## src/rtl/atd_pkg.sv

```systemverilog
package atd_pkg;
   // fifo geometry: 35 entries of 36 bits, 6-bit fill counter
   localparam int FIFO_DEPTH = 35;
   localparam int FIFO_WIDTH = 36;
   localparam int CNT_W = 6;
   localparam logic [5:0] FIFO_LAST = 6'h22;
   localparam logic [5:0] FIFO_FULL_CNT = 6'h23;
   // instruction word fields
   localparam int OP_MSB = 31;
   localparam int OP_LSB = 28;
   localparam int LEN_MSB = 11;
   localparam int LEN_LSB = 0;
   // instruction opcodes; anything else is refused
   localparam logic [3:0] OP_WRITE = 4'h1;
   localparam logic [3:0] OP_JUMP = 4'h7;
   localparam logic [3:0] OP_STOP = 4'h9;
   // address step of one dword and reset values
   localparam logic [31:0] DW_STEP = 32'h0000_0004;
   localparam logic [31:0] ADDR_RST = 32'h0000_0000;
   localparam logic [11:0] LEN_ONE = 12'h001;
   localparam logic [3:0] BE_ALL = 4'hF;
   // bus-master request as it leaves the block
   typedef struct packed {
      logic valid;
      logic we;
      logic [31:0] addr;
      logic [31:0] data;
   } atd_bm_req_t;
   // one fifo entry: byte enables plus data, 36 bits
   typedef struct packed {
      logic [3:0] be;
      logic [31:0] data;
   } atd_ent_t;
   // instruction sequencer states
   typedef enum logic [2:0] {
      ST_IDLE,
      ST_FETCH_OP,
      ST_FETCH_ADDR,
      ST_WRITE
   } atd_state_t;
endpackage : atd_pkg

```

## src/rtl/atd_fifo.sv

```systemverilog
`timescale 1ns/100ps
`default_nettype none
module atd_fifo
(
   input wire logic i_clk,
   input wire logic i_rstn,
   input wire logic i_push,
   input wire atd_pkg::atd_ent_t i_wdata,
   input wire logic i_pop,
   output atd_pkg::atd_ent_t o_rdata,
   output logic o_full,
   output logic o_empty,
   output logic [5:0] o_count
);
   // storage array, show-ahead read of the head entry
   atd_pkg::atd_ent_t mem [atd_pkg::FIFO_DEPTH];
   logic [5:0] wr_r; // write pointer
   logic [5:0] rd_r; // read pointer
   logic [5:0] cnt_r; // dword fill counter
   logic do_push;
   logic do_pop;

   // a push into a full fifo is dropped here; the caller flags it
   assign do_push = i_push && !o_full;
   assign do_pop = i_pop && !o_empty;
   assign o_full = (cnt_r == atd_pkg::FIFO_FULL_CNT);
   assign o_empty = (cnt_r == 6'h00);
   assign o_count = cnt_r;
   assign o_rdata = mem[rd_r];

   // pointer advance wraps at the last of the 35 entries
   function automatic logic [5:0] atd_wrap(input logic [5:0] p);
      atd_wrap = (p == atd_pkg::FIFO_LAST) ? 6'h00 : p + 6'h01;
   endfunction : atd_wrap

   // data store has no reset, contents are qualified by the counter
   always_ff @(posedge i_clk)
   begin
      if (do_push)
      begin
         mem[wr_r] <= i_wdata;
      end
   end

   // pointers and fill counter
   always_ff @(posedge i_clk or negedge i_rstn)
   begin
      if (!i_rstn)
      begin
         wr_r <= 6'h00;
         rd_r <= 6'h00;
         cnt_r <= 6'h00;
      end
      else
      begin
         if (do_push)
         begin
            wr_r <= atd_wrap(wr_r);
         end
         if (do_pop)
         begin
            rd_r <= atd_wrap(rd_r);
         end
         cnt_r <= cnt_r + {5'h00, do_push} - {5'h00, do_pop};
      end
   end
endmodule : atd_fifo
`default_nettype wire

```

## src/rtl/atd_dma_top.sv

```systemverilog
// Operation
// packs 8 or 16-bit samples into whole dwords
// fetches and runs its own instruction program
// runs independently of any video channel
// captures continuously, never pausing for sync
// accepts packed write instructions only, refuses others; the code also accepts jump and stop opcodes
// single 35x36 fifo with 6-bit counter
// retried transfer is reissued by this initiator
// control stays in the bus clock domain
// target side never disconnects or retries
// status, interrupt source and parity like video
// transport streams use this channel, not video
// serial transport shares audio serial pins, 40 Mbps
// parallel transport via gpio port, 20 Mbps
// data leaves as 32-bit dword writes
// overflow drops data, flags overrun, then resumes
`timescale 1ns/100ps
`default_nettype none
module atd_dma_top
(
   input wire logic i_clk,
   input wire logic i_rstn,
   input wire logic i_enable,
   input wire logic [31:0] i_prog_base,
   input wire logic i_src_par,
   input wire logic i_wide,
   input wire logic i_ser_clk,
   input wire logic i_ser_dat,
   input wire logic i_par_stb,
   input wire logic [15:0] i_gpio,
   input wire logic i_bm_ack,
   input wire logic i_bm_retry,
   input wire logic [31:0] i_bm_rdata,
   input wire logic i_ovr_clr,
   output atd_pkg::atd_bm_req_t o_bm,
   output logic o_bm_par,
   output logic o_overrun,
   output logic o_instr_err,
   output logic o_busy,
   output logic [5:0] o_fill
);
   // pin synchronisers; stage 1 feeds only stage 2
   logic [2:0] s1_r;
   logic [2:0] s2_r;
   logic [1:0] prev_r; // previous stage-2 clock and strobe
   logic [15:0] g1_r;
   logic [15:0] g2_r;
   // packer state
   logic [15:0] sh_r; // serial shift register
   logic [3:0] bit_r; // serial bit count within a unit
   logic [31:0] acc_r; // dword being assembled
   logic [1:0] bpos_r; // next free byte lane
   logic push_r; // one-cycle fifo push
   atd_pkg::atd_ent_t pdat_r;
   // sequencer state
   atd_pkg::atd_state_t st_r;
   logic [31:0] pc_r;
   logic [31:0] waddr_r;
   logic [11:0] len_r;
   logic jump_r;
   logic en_q_r; // enable as seen one clock ago
   atd_pkg::atd_bm_req_t bm_r;
   logic par_r;
   logic ovr_r;
   logic err_r;
   logic busy_r;
   logic [5:0] fill_r;
   // fifo ports
   atd_pkg::atd_ent_t f_rdata;
   logic f_full;
   logic f_empty;
   logic f_pop;
   logic [5:0] f_count;
   // combinational helpers
   logic ser_edge;
   logic par_edge;
   logic unit_rdy;
   logic [15:0] unit;
   logic [3:0] op;
   logic ovr_set;

   // merges a unit at a byte lane into the dword under assembly
   function automatic logic [31:0] atd_merge(input logic [31:0] acc,
      input logic [15:0] u, input logic [1:0] pos, input logic wide);
      logic [31:0] m;
      m = wide ? {16'h0000, u} : {24'h000000, u[7:0]};
      atd_merge = acc | (m << {pos, 3'b000});
   endfunction : atd_merge

   // two-flop sampling of the serial pins and gpio strobe; the gpio
   // bus goes through the same two stages so it lines up with its
   // strobe, which relies on the source holding data around it
   always_ff @(posedge i_clk or negedge i_rstn)
   begin
      if (!i_rstn)
      begin
         s1_r <= 3'h0;
         s2_r <= 3'h0;
         prev_r <= 2'h0;
         g1_r <= 16'h0000;
         g2_r <= 16'h0000;
      end
      else
      begin
         s1_r <= {i_par_stb, i_ser_dat, i_ser_clk};
         s2_r <= s1_r;
         prev_r <= {s2_r[2], s2_r[0]};
         g1_r <= i_gpio;
         g2_r <= g1_r;
      end
   end

   // 40 Mbps is 25 ns per bit, about three 8 ns clocks, so each level
   // of the bit clock is still sampled at least once
   assign ser_edge = s2_r[0] && !prev_r[0] && !i_src_par;
   assign par_edge = s2_r[2] && !prev_r[1] && i_src_par;
   assign unit_rdy = par_edge
      || (ser_edge && (bit_r == (i_wide ? 4'hF : 4'h7)));
   assign unit = i_src_par ? g2_r : {sh_r[14:0], s2_r[1]};
   // a whole dword that finds the fifo full is lost
   assign ovr_set = push_r && f_full;

   // serial shift, msb first, one unit per 8 or 16 bits
   always_ff @(posedge i_clk or negedge i_rstn)
   begin
      if (!i_rstn)
      begin
         sh_r <= 16'h0000;
         bit_r <= 4'h0;
      end
      else if (!i_enable)
      begin
         bit_r <= 4'h0;
      end
      else if (ser_edge)
      begin
         sh_r <= {sh_r[14:0], s2_r[1]};
         bit_r <= unit_rdy ? 4'h0 : bit_r + 4'h1;
      end
   end

   // dword packer runs on every unit with no sync gaps, audio or
   // transport alike; only full dwords are ever pushed
   always_ff @(posedge i_clk or negedge i_rstn)
   begin
      if (!i_rstn)
      begin
         acc_r <= 32'h0000_0000;
         bpos_r <= 2'h0;
         push_r <= 1'b0;
         pdat_r <= '0;
      end
      else
      begin
         push_r <= 1'b0;
         if (!i_enable)
         begin
            acc_r <= 32'h0000_0000;
            bpos_r <= 2'h0;
         end
         else if (unit_rdy)
         begin
            if (bpos_r == (i_wide ? 2'h2 : 2'h3))
            begin
               pdat_r <= '{be: atd_pkg::BE_ALL,
                  data: atd_merge(acc_r, unit, bpos_r, i_wide)};
               push_r <= 1'b1;
               acc_r <= 32'h0000_0000;
               bpos_r <= 2'h0;
            end
            else
            begin
               acc_r <= atd_merge(acc_r, unit, bpos_r, i_wide);
               bpos_r <= bpos_r + (i_wide ? 2'h2 : 2'h1);
            end
         end
      end
   end

   // overrun flag: set wins over a clear in the same cycle, and
   // capture resumes on its own as soon as an entry frees
   always_ff @(posedge i_clk or negedge i_rstn)
   begin
      if (!i_rstn)
      begin
         ovr_r <= 1'b0;
      end
      else
      begin
         ovr_r <= ovr_set || (ovr_r && !i_ovr_clr);
      end
   end

   // the only buffer of the channel
   atd_fifo u_fifo
   (
      .i_clk(i_clk),
      .i_rstn(i_rstn),
      .i_push(push_r),
      .i_wdata(pdat_r),
      .i_pop(f_pop),
      .o_rdata(f_rdata),
      .o_full(f_full),
      .o_empty(f_empty),
      .o_count(f_count)
   );

   assign op = i_bm_rdata[atd_pkg::OP_MSB:atd_pkg::OP_LSB];
   // head entry leaves only once the write is accepted
   assign f_pop = (st_r == atd_pkg::ST_WRITE) && bm_r.valid && i_bm_ack;

   // instruction sequencer; nothing here waits on another channel
   always_ff @(posedge i_clk or negedge i_rstn)
   begin
      if (!i_rstn)
      begin
         st_r <= atd_pkg::ST_IDLE;
         pc_r <= atd_pkg::ADDR_RST;
         waddr_r <= atd_pkg::ADDR_RST;
         len_r <= 12'h000;
         jump_r <= 1'b0;
         err_r <= 1'b0;
      end
      else
      begin
         case (st_r)
            atd_pkg::ST_IDLE:
            begin
               // only a fresh rise of the enable starts a program, so a
               // stop with the enable still high does not loop back
               if (i_enable && !en_q_r)
               begin
                  pc_r <= i_prog_base;
                  err_r <= 1'b0;
                  st_r <= atd_pkg::ST_FETCH_OP;
               end
            end
            atd_pkg::ST_FETCH_OP:
            begin
               if (bm_r.valid && i_bm_ack)
               begin
                  pc_r <= pc_r + atd_pkg::DW_STEP;
                  len_r <= i_bm_rdata[atd_pkg::LEN_MSB:atd_pkg::LEN_LSB];
                  jump_r <= (op == atd_pkg::OP_JUMP);
                  if (op == atd_pkg::OP_WRITE || op == atd_pkg::OP_JUMP)
                  begin
                     st_r <= atd_pkg::ST_FETCH_ADDR;
                  end
                  else if (op == atd_pkg::OP_STOP)
                  begin
                     st_r <= atd_pkg::ST_IDLE;
                  end
                  else
                  begin
                     err_r <= 1'b1;
                     st_r <= atd_pkg::ST_IDLE;
                  end
               end
            end
            atd_pkg::ST_FETCH_ADDR:
            begin
               if (bm_r.valid && i_bm_ack)
               begin
                  if (jump_r)
                  begin
                     pc_r <= i_bm_rdata;
                     st_r <= atd_pkg::ST_FETCH_OP;
                  end
                  else
                  begin
                     pc_r <= pc_r + atd_pkg::DW_STEP;
                     waddr_r <= i_bm_rdata;
                     st_r <= (len_r == 12'h000) ? atd_pkg::ST_FETCH_OP
                        : atd_pkg::ST_WRITE;
                  end
               end
            end
            atd_pkg::ST_WRITE:
            begin
               if (bm_r.valid && i_bm_ack)
               begin
                  waddr_r <= waddr_r + atd_pkg::DW_STEP;
                  len_r <= len_r - atd_pkg::LEN_ONE;
                  if (len_r == atd_pkg::LEN_ONE)
                  begin
                     st_r <= atd_pkg::ST_FETCH_OP;
                  end
               end
               else if (!i_enable && !bm_r.valid)
               begin
                  st_r <= atd_pkg::ST_IDLE;
               end
            end
            default:
            begin
               st_r <= atd_pkg::ST_IDLE;
            end
         endcase
      end
   end

   // bus request: held through retries, dropped on the acknowledge;
   // fetches are reads, data moves as single dword writes
   always_ff @(posedge i_clk or negedge i_rstn)
   begin
      if (!i_rstn)
      begin
         bm_r <= '0;
         par_r <= 1'b0;
      end
      else if (bm_r.valid)
      begin
         if (i_bm_ack)
         begin
            bm_r.valid <= 1'b0;
         end
         // a retry leaves the request standing for reissue
      end
      else if (st_r == atd_pkg::ST_FETCH_OP
         || st_r == atd_pkg::ST_FETCH_ADDR)
      begin
         bm_r <= '{valid: 1'b1, we: 1'b0, addr: pc_r, data: 32'h0000_0000};
         par_r <= 1'b0;
      end
      // no new write once disabled: the sequencer leaves for idle in
      // that same cycle and would strand the request
      else if (st_r == atd_pkg::ST_WRITE && !f_empty && i_enable)
      begin
         bm_r <= '{valid: 1'b1, we: 1'b1, addr: waddr_r,
            data: f_rdata.data};
         par_r <= ^f_rdata.data;
      end
   end

   // status outputs, all registered; plain level ports need no
   // handshake, so a status read is never refused
   always_ff @(posedge i_clk or negedge i_rstn)
   begin
      if (!i_rstn)
      begin
         busy_r <= 1'b0;
         fill_r <= 6'h00;
         en_q_r <= 1'b0;
      end
      else
      begin
         busy_r <= (st_r != atd_pkg::ST_IDLE);
         fill_r <= f_count;
         en_q_r <= i_enable;
      end
   end

   assign o_bm = bm_r;
   assign o_bm_par = par_r;
   assign o_overrun = ovr_r;
   assign o_instr_err = err_r;
   assign o_busy = busy_r;
   assign o_fill = fill_r;
endmodule : atd_dma_top
`default_nettype wire

```

## config.mk

```make
export PLATFORM = sky130hd
export DESIGN_NAME = atd_dma_top
export DESIGN_NICKNAME = d
export VERILOG_FILES = /design/src/rtl/atd_pkg.sv /design/src/rtl/atd_fifo.sv /design/src/rtl/atd_dma_top.sv
export SDC_FILE = /design/constraint.sdc
export NUM_CORES = 2
export LEC_CHECK = 0
export ABC_AREA = 1
export BUFFER_PORTS_ARGS = -buffer_cell sky130_fd_sc_hd__buf_2
export CAP_MARGIN = 10
export CORE_UTILIZATION = 55
export CTS_BUF_LIST = sky130_fd_sc_hd__clkbuf_4 sky130_fd_sc_hd__clkbuf_8
export DETAILED_ROUTE_END_ITERATION = 6
export PLACE_DENSITY_LB_ADDON = 0.05
export SLEW_MARGIN = 40
export SYNTH_ARGS = -nofsm -noshare
export SYNTH_HDL_FRONTEND = slang
export SYNTH_SLANG_ARGS = --single-unit
```

## constraint.sdc

```tcl
create_clock -name i_clk -period 3.71 [get_ports i_clk]
set_clock_uncertainty 0.1 [all_clocks]
set_input_delay 0.371 -clock i_clk [delete_from_list [all_inputs] [get_ports i_clk]]
set_output_delay 0.371 -clock i_clk [all_outputs]
set_load 0.1 [all_outputs]
```

# Word level (Yosys, flattened, before mapping)
# Memories as Yosys holds them, arrays and structs flattened.
# Index checks and enable logic that the tools add are counted.
# word_totals
ff_bits	302
latchBits	0
ram_bits	1260
rom_bits	0
in_bits	91
out_inout_bits	76
wordCells	168
n_memories	1
# classes
addsub	9
multipliers	0
div	0
magnitude_cmp	0
eq_ne	23
n_shift	1
muxes	54
bitwise_logic	2
n_reduce_logical	48
# mem_list
memory	depth	width	read_ports	rd_ports_with_merged_regs	write_ports	line	text
u_fifo.mem	35	36	1	0	1	atd_fifo.sv:16	atd_pkg::atd_ent_t mem [atd_pkg::FIFO_DEPTH];
# op_table
op	n
$mux W32	10
$mux W66	2
$pmux W32 S3	1
$add A32 B3 Y32 const B	2
$pmux W32 S2	1
$mux W16	2
$or A32 B32 Y32	1
$reduce_xor A32 Y1	1
$shl A16 B5 Y32	1
$mux W12	2
$pmux W12 S2	1
$eq A6 B6 Y1 const B	3
$mux W3	6
$logic_and A1 B1 Y1	16
$mux W4	4
$mux W1	14
$mux W2	7
$ne A2 B2 Y1 const B	7
$add A6 B1 Y6 const B	2
$eq A12 B1 Y1 const B	1
$logic_not A12 Y1	1
$mux W6	2
$pmux W3 S4	1
$sub A12 B1 Y12 const B	1
other kinds (25)	48

# Logic depth before layout (Yosys ltp)
# logic_depth
depth_word	8
mapped_depth	25
mapped_depth_nobuf	24

# Modules after synthesis
# Synthesis repeated with hierarchy kept, for this count alone.
# hier_totals
hier_cells	6618
hier_area_um2	67423.4
# by_module_without_submodules
module	instances	cells_per_inst	area_per_inst_um2	seq_area_each_um2
atd_fifo	1	4741	53050.9	38286.7
atd_dma_top	1	1877	14372.5	7081.8

# Worst setup path before layout
# No wires, ideal clock.
# synth_timing
path_type	reg2reg
startpoint	reg u_fifo.cnt_r[2] (netlist: u_fifo.o_count[2])
endpoint	mem u_fifo.mem[31][0] (netlist name), enable pin
setup_time_ns	0.423
t_arrival_ns	2.656
t_required_ns	3.187
slack_ns	0.531
stages_incl_launch_ff	8
path_buffers	0
synth_period_minus_slack_ns	3.179
cell_sequence	dfrtp_1 inv_1 ha_1 nand4_1 nand2_1 nor2_1 nand3_1 nor2_1
# synth_via
elab_chain_cells	5
# synth_lines
element	line	text
start, declared	atd_fifo.sv:19	logic [5:0] cnt_r;
start signal, assigned	atd_fifo.sv:64	cnt_r <= cnt_r + {5'h00, do_push} - {5'h00, do_pop};
$eq A6 B6 Y1	atd_fifo.sv:26	assign o_full = (cnt_r == atd_pkg::FIFO_FULL_CNT);
$logic_not A1 Y1	atd_fifo.sv:24	assign do_push = i_push && !o_full;
$logic_and A1 B1 Y1	atd_fifo.sv:24	
$mux W1	atd_fifo.sv:39	if (do_push)
$mux W1 (implied by the code)	atd_fifo.sv:41	mem[wr_r] <= i_wdata;
end, declared	atd_fifo.sv:16	
# Every way passes these cells.

# Worst setup path in the final report
# layout_timing
startpoint	reg u_fifo.rd_r[1]
endpoint	reg par_r (netlist: o_bm_par)
# layout_via
elab_chain_cells	4
# layout_lines
element	line	text
start, declared	atd_fifo.sv:18	logic [5:0] rd_r;
start signal, assigned	atd_fifo.sv:62	rd_r <= atd_wrap(rd_r);
$mem_v2 Z35 W36	-	
$reduce_xor A32 Y1	atd_dma_top.sv:331	par_r <= ^f_rdata.data;
$mux W1	atd_dma_top.sv:327	else if (st_r == atd_pkg::ST_WRITE && !f_empty && i_enable)
$mux W1	atd_dma_top.sv:319	else if (st_r == atd_pkg::ST_FETCH_OP
end signal, assigned	atd_dma_top.sv:331	
end, declared	atd_dma_top.sv:63	logic par_r;
# Every way passes these cells. The select of a mux whose other input is x is not followed.
# A chain may end at the register's enable or synchronous reset.

==> summary.md <==
| Metric | Value |
|---|---|
| Status | `finished with violations` |
| Failing checks | `DRC` |
| Row count | `approximately 120` |
| Root Driver | `clkbuf_8` |
| Die Wd | `333 µm` |
| Gpl congestion | `slightly below 0.9` |
| Vias in the first global route | `41,300` |
| Setup WS pre-CTS | `0.365 ns` |
| Hold Path End | `bit_r[1]` |
| Htree depth | `4` |
| Global-route wire length before repair | `approximately 260 mm` |
| Post-layout net count | `6,345` |
| Final hold violation count | `0` |
| CP max stage cell | `dfrtp_4` |
| Syn Area/Cell | `approximately 10 µm²` |
| CTS Buffer Depth | `3` |
| WL final | `about 170 mm` |
| Synth top area share | `between 50% and 60%` |
| Setup TNS | `0 ns` |
| Layout cells sized above 1 | `13.5%` |
| Critical Path RT | `about 4.5 ns` |
| Critical path arrival | `4.17 ns` |
| Final Power | `50.6 mW` |
| Routed wl met2 | `about 81 mm` |
| Top Ports | `approximately 170` |
| Origin of the worst min-delay path | `i_src_par` |
| WHS Path Cells | `5` |
| Avg Vias per Cell | `between 5 and 6` |
| Mapped cell area | `a little over 60,000 µm²` |
| Crit share post-route | `92.5%` |
| Critical Path Sink Type | `flip-flop` |
| Die Footprint | `111,000 µm²` |
| HPWL Detailed | `approximately 100 mm` |
| Worst r2r src | `u_fifo.rd_r[1]` |
| Final WS setup | `0.277 ns` |
| M1 wire length | `72.1 mm` |
| CP max stage delay | `roughly 0.6 ns` |
| TritonCTS Buffers | `226` |
| Crit path kind | `flip-flop to flip-flop` |
| Worst slew pin tran | `~0.83 ns` |
| CP Cell Sequence | `inv_8 -> buf_12 -> o21ai_0 -> o21ai_0 -> a21oi_1 -> nand2_1 -> nand3_1 -> nand2_1 -> inv_2 -> nand2_1 -> nand2_1 -> nand2_1 -> nand2_1 -> nand2_1 -> nand2_1 -> nand2_1 -> nand2_1 -> nand2_1 -> nand3_1 -> nand2_1` |
| Unrepaired setup endpoints after global routing | `no` |
| Antenna viol nets, final | `0` |
| Total iterations of the first detailed-routing run | `7` |
| Clk slew on worst S/H paths | `0.06 ns` |
| R2r setup slk | `roughly 0.28 ns` |
| Leading area contributor after synthesis | `edfxtp_1` |
| Post-Layout Cell Count | `~7,800` |
| Ranking of synthesized cells by area | `edfxtp_1 56%, dfrtp_1 12%, nand2_1 9.8%, nor2_1 3.9%, o21ai_0 3.4%` |
| Register area share after synthesis | `68.1%` |
| Routed len/inst | `22.0 µm` |
| Latest clock arrival within the worst-skew pair | `just over 0.9 ns` |
| Overflow after GRT | `0` |
| Top FF cell, synth | `edfxtp_1` |
| Core area | `approximately 110,000 µm²` |
| Placed cells | `7,268` |
| Worst relative slew slack | `44.7%` |
| Hold WC Path Type | `primary input to flip-flop` |
| Worst Setup SP | `u_fifo.rd_r[1]` |
| Highest metal used | `met4` |
| Max Slew Vio Count | `0` |
| Pleak | `a little under 30 nW` |
| Ys async rst share | `between 20% and 30%` |
| Syn nets | `5,873` |
| Crit path time final | `between 3 and 4 ns` |
| Met3 wire length | `about 13 mm` |
| Initial antenna violation count | `2` |
| Worst Setup Start Kind | `flip-flop` |
| Fmax | `between 0.2 and 0.3 GHz` |
| Hold slack final | `0.0776 ns` |
| DRC viols | `2` |
| TritonCTS clock tree | `done` |
| Vias | `44,000` |
| Worst IR Drop VDD | `approximately 0.76 mV` |
| Max-cap viol count | `0` |
| Cell with the most instances on the worst path | `nand2_1` |
| IO buf count | `roughly 170` |
| Final number of setup-violating endpoints | `0` |
| Reg2reg path depth | `20` |
| Seq cells post-synth | `approximately 1,400` |
| Critical-path maximum fanout | `between 40 and 50` |
| Synth cell types | `45` |
| Synth warn | `0` |
| Cell Pwr Density | `roughly 720 nW/µm²` |
| Initial DRC count | `between 4,000 and 5,000` |
| CTS sink cnt | `~1,400` |
| Cells after Synth | `5,757` |
| Global router's overall resource usage | `a little over 30%` |
| Reg2reg end | `o_bm_par` |
| Number of synthesized flops with an enable pin | `about 1,100` |
| Initial Util | `between 50% and 60%` |
| Syn-to-layout area delta | `16.4%` |
| FF+latch area | `between 40,000 and 50,000 µm²` |
| Multi-input gate area | `between 15,000 and 20,000 µm²` |
| Largest net degree at the start of global routing | `113` |
| Die outline height | `~330 µm` |
| Fill cells | `~8,600` |
## registers in the layout, summed over array words and instances, names as in the netlist, 12 cells and up
| signal | cells |
|---|---|
| acc_r | 32 |
| g1_r | 16 |
| g2_r | 16 |
| len_r | 12 |
| o_bm | 66 |
| pc_r | 32 |
| pdat_r | 32 |
| sh_r | 15 |
| u_fifo.mem | 1120 |
| waddr_r | 32 |
## synth_stat cells, types with 61 or more instances
cell type,n
edfxtp_1,1120
nand2_1,1576
dfrtp_1,300
o21ai_1,98
a21oi_1,170
nor2_1,626
nand3_1,389
buf_2,142
o21ai_0,412
inv_1,416
o211ai_1,61
clkbuf_1,116
## logic make-up (layout without fill, tap and decap cells)
family	after synthesis	count (layout)	share of synthesized area, %
and+or+nand+nor	2666	2666	17.7
DFF	1420	1420	68.1
muxes	1	1	0.0166
other	0	2	0
adders and majority gates	25	25	0.531
AOI/OAI and AO/OA	850	850	7.76
xor gates and xnor gates	55	55	0.798
buffers and inverters	740	1391	5.04
## critical path, delay by kind of cell (launching register included)
kind / cells / cell delay (ns)
DFF: 1 / 0.61
buffers and inverters: 3 / 0.70
AOI/OAI and AO/OA: 3 / 0.46
and+or+nand+nor: 14 / 1.42
## cells in the final DEF, fill, tap and decap left out, types with 27 or more instances in the layout
| cell | synthesis | final |
|---|---|---|
| nand2_1 | 1576 | 1575 |
| o21ai_0 | 412 | 412 |
| clkbuf_4 | 0 | 96 |
| buf_4 | 18 | 176 |
| xor2_1 | 46 | 46 |
| buf_12 | 0 | 51 |
| dfrtp_1 | 300 | 276 |
| clkinv_1 | 7 | 55 |
| buf_2 | 142 | 164 |
| nor2_1 | 626 | 588 |
| dlygate4sd3_1 | 0 | 144 |
| nand4_1 | 27 | 27 |
| clkbuf_8 | 0 | 240 |
| nand3_1 | 389 | 387 |
| inv_1 | 416 | 413 |
| o21ai_1 | 98 | 98 |
| o22ai_1 | 30 | 30 |
| a21oi_1 | 170 | 170 |
| edfxtp_1 | 1120 | 1120 |
| o221ai_1 | 44 | 44 |
| o211ai_1 | 61 | 61 |
| nor2_4 | 0 | 38 |
## layout make-up
| type | instances | share of cell area (%) |
|---|---|---|
| tap | 1414 | 2.52 |
| timing repair buffer | 537 | 6.61 |
| antenna | 2 | 0.00712 |
| clock buffer | 336 | 5.72 |
| multi-input combinational | 3597 | 23.5 |
| inverter | 447 | 2.41 |
| sequential | 1420 | 58.6 |
| clock inverter | 71 | 0.676 |
## worst max path at each step
| stage | endpoint | depth (start not counted) | slack [ns] |
|---|---|---|---|
| floorplan | u_fifo.mem[31][0] | 7 | 0.53 |
| global placement | o_bm_par | 22 | 0.39 |
| detailed placement | o_bm_par | 20 | 0.36 |
| CTS | pc_r[30] | 15 | 0.17 |
| global route | pc_r[28] | 15 | 0.01 |
| finish | o_bm_par | 20 | 0.28 |
## repair_timing
action,CTS,global route
resized for setup,0,5
setup buffers,0,2
hold endpoints to repair,408,0
hold buffers,145,0
endpoints found under the setup margin,0,3
## per-layer routing
layer	GRT usage, %	vias to the layer above
met1	43.0	21400
met5	0	-
li1	-	20400
met3	4.98	360
met2	49.0	1766
met4	12.5	0
## through the flow
stage                     util [%]  cell area [µm²]
after floorplan                  -            60400
after global placement        59.0            64300
after detailed placement      59.0            64300
after CTS                     64.5            70200
after global routing          64.6            70300
final                         64.6            70300
## power by group
part,switching [mW],internal [mW],leakage [nW]
combinational,12.8,5.73,11.3
clock,6.17,7.19,2.37
sequential,0.767,17.9,15.5
total,19.8,30.9,29.2
Power figures use the tool's default switching activity.
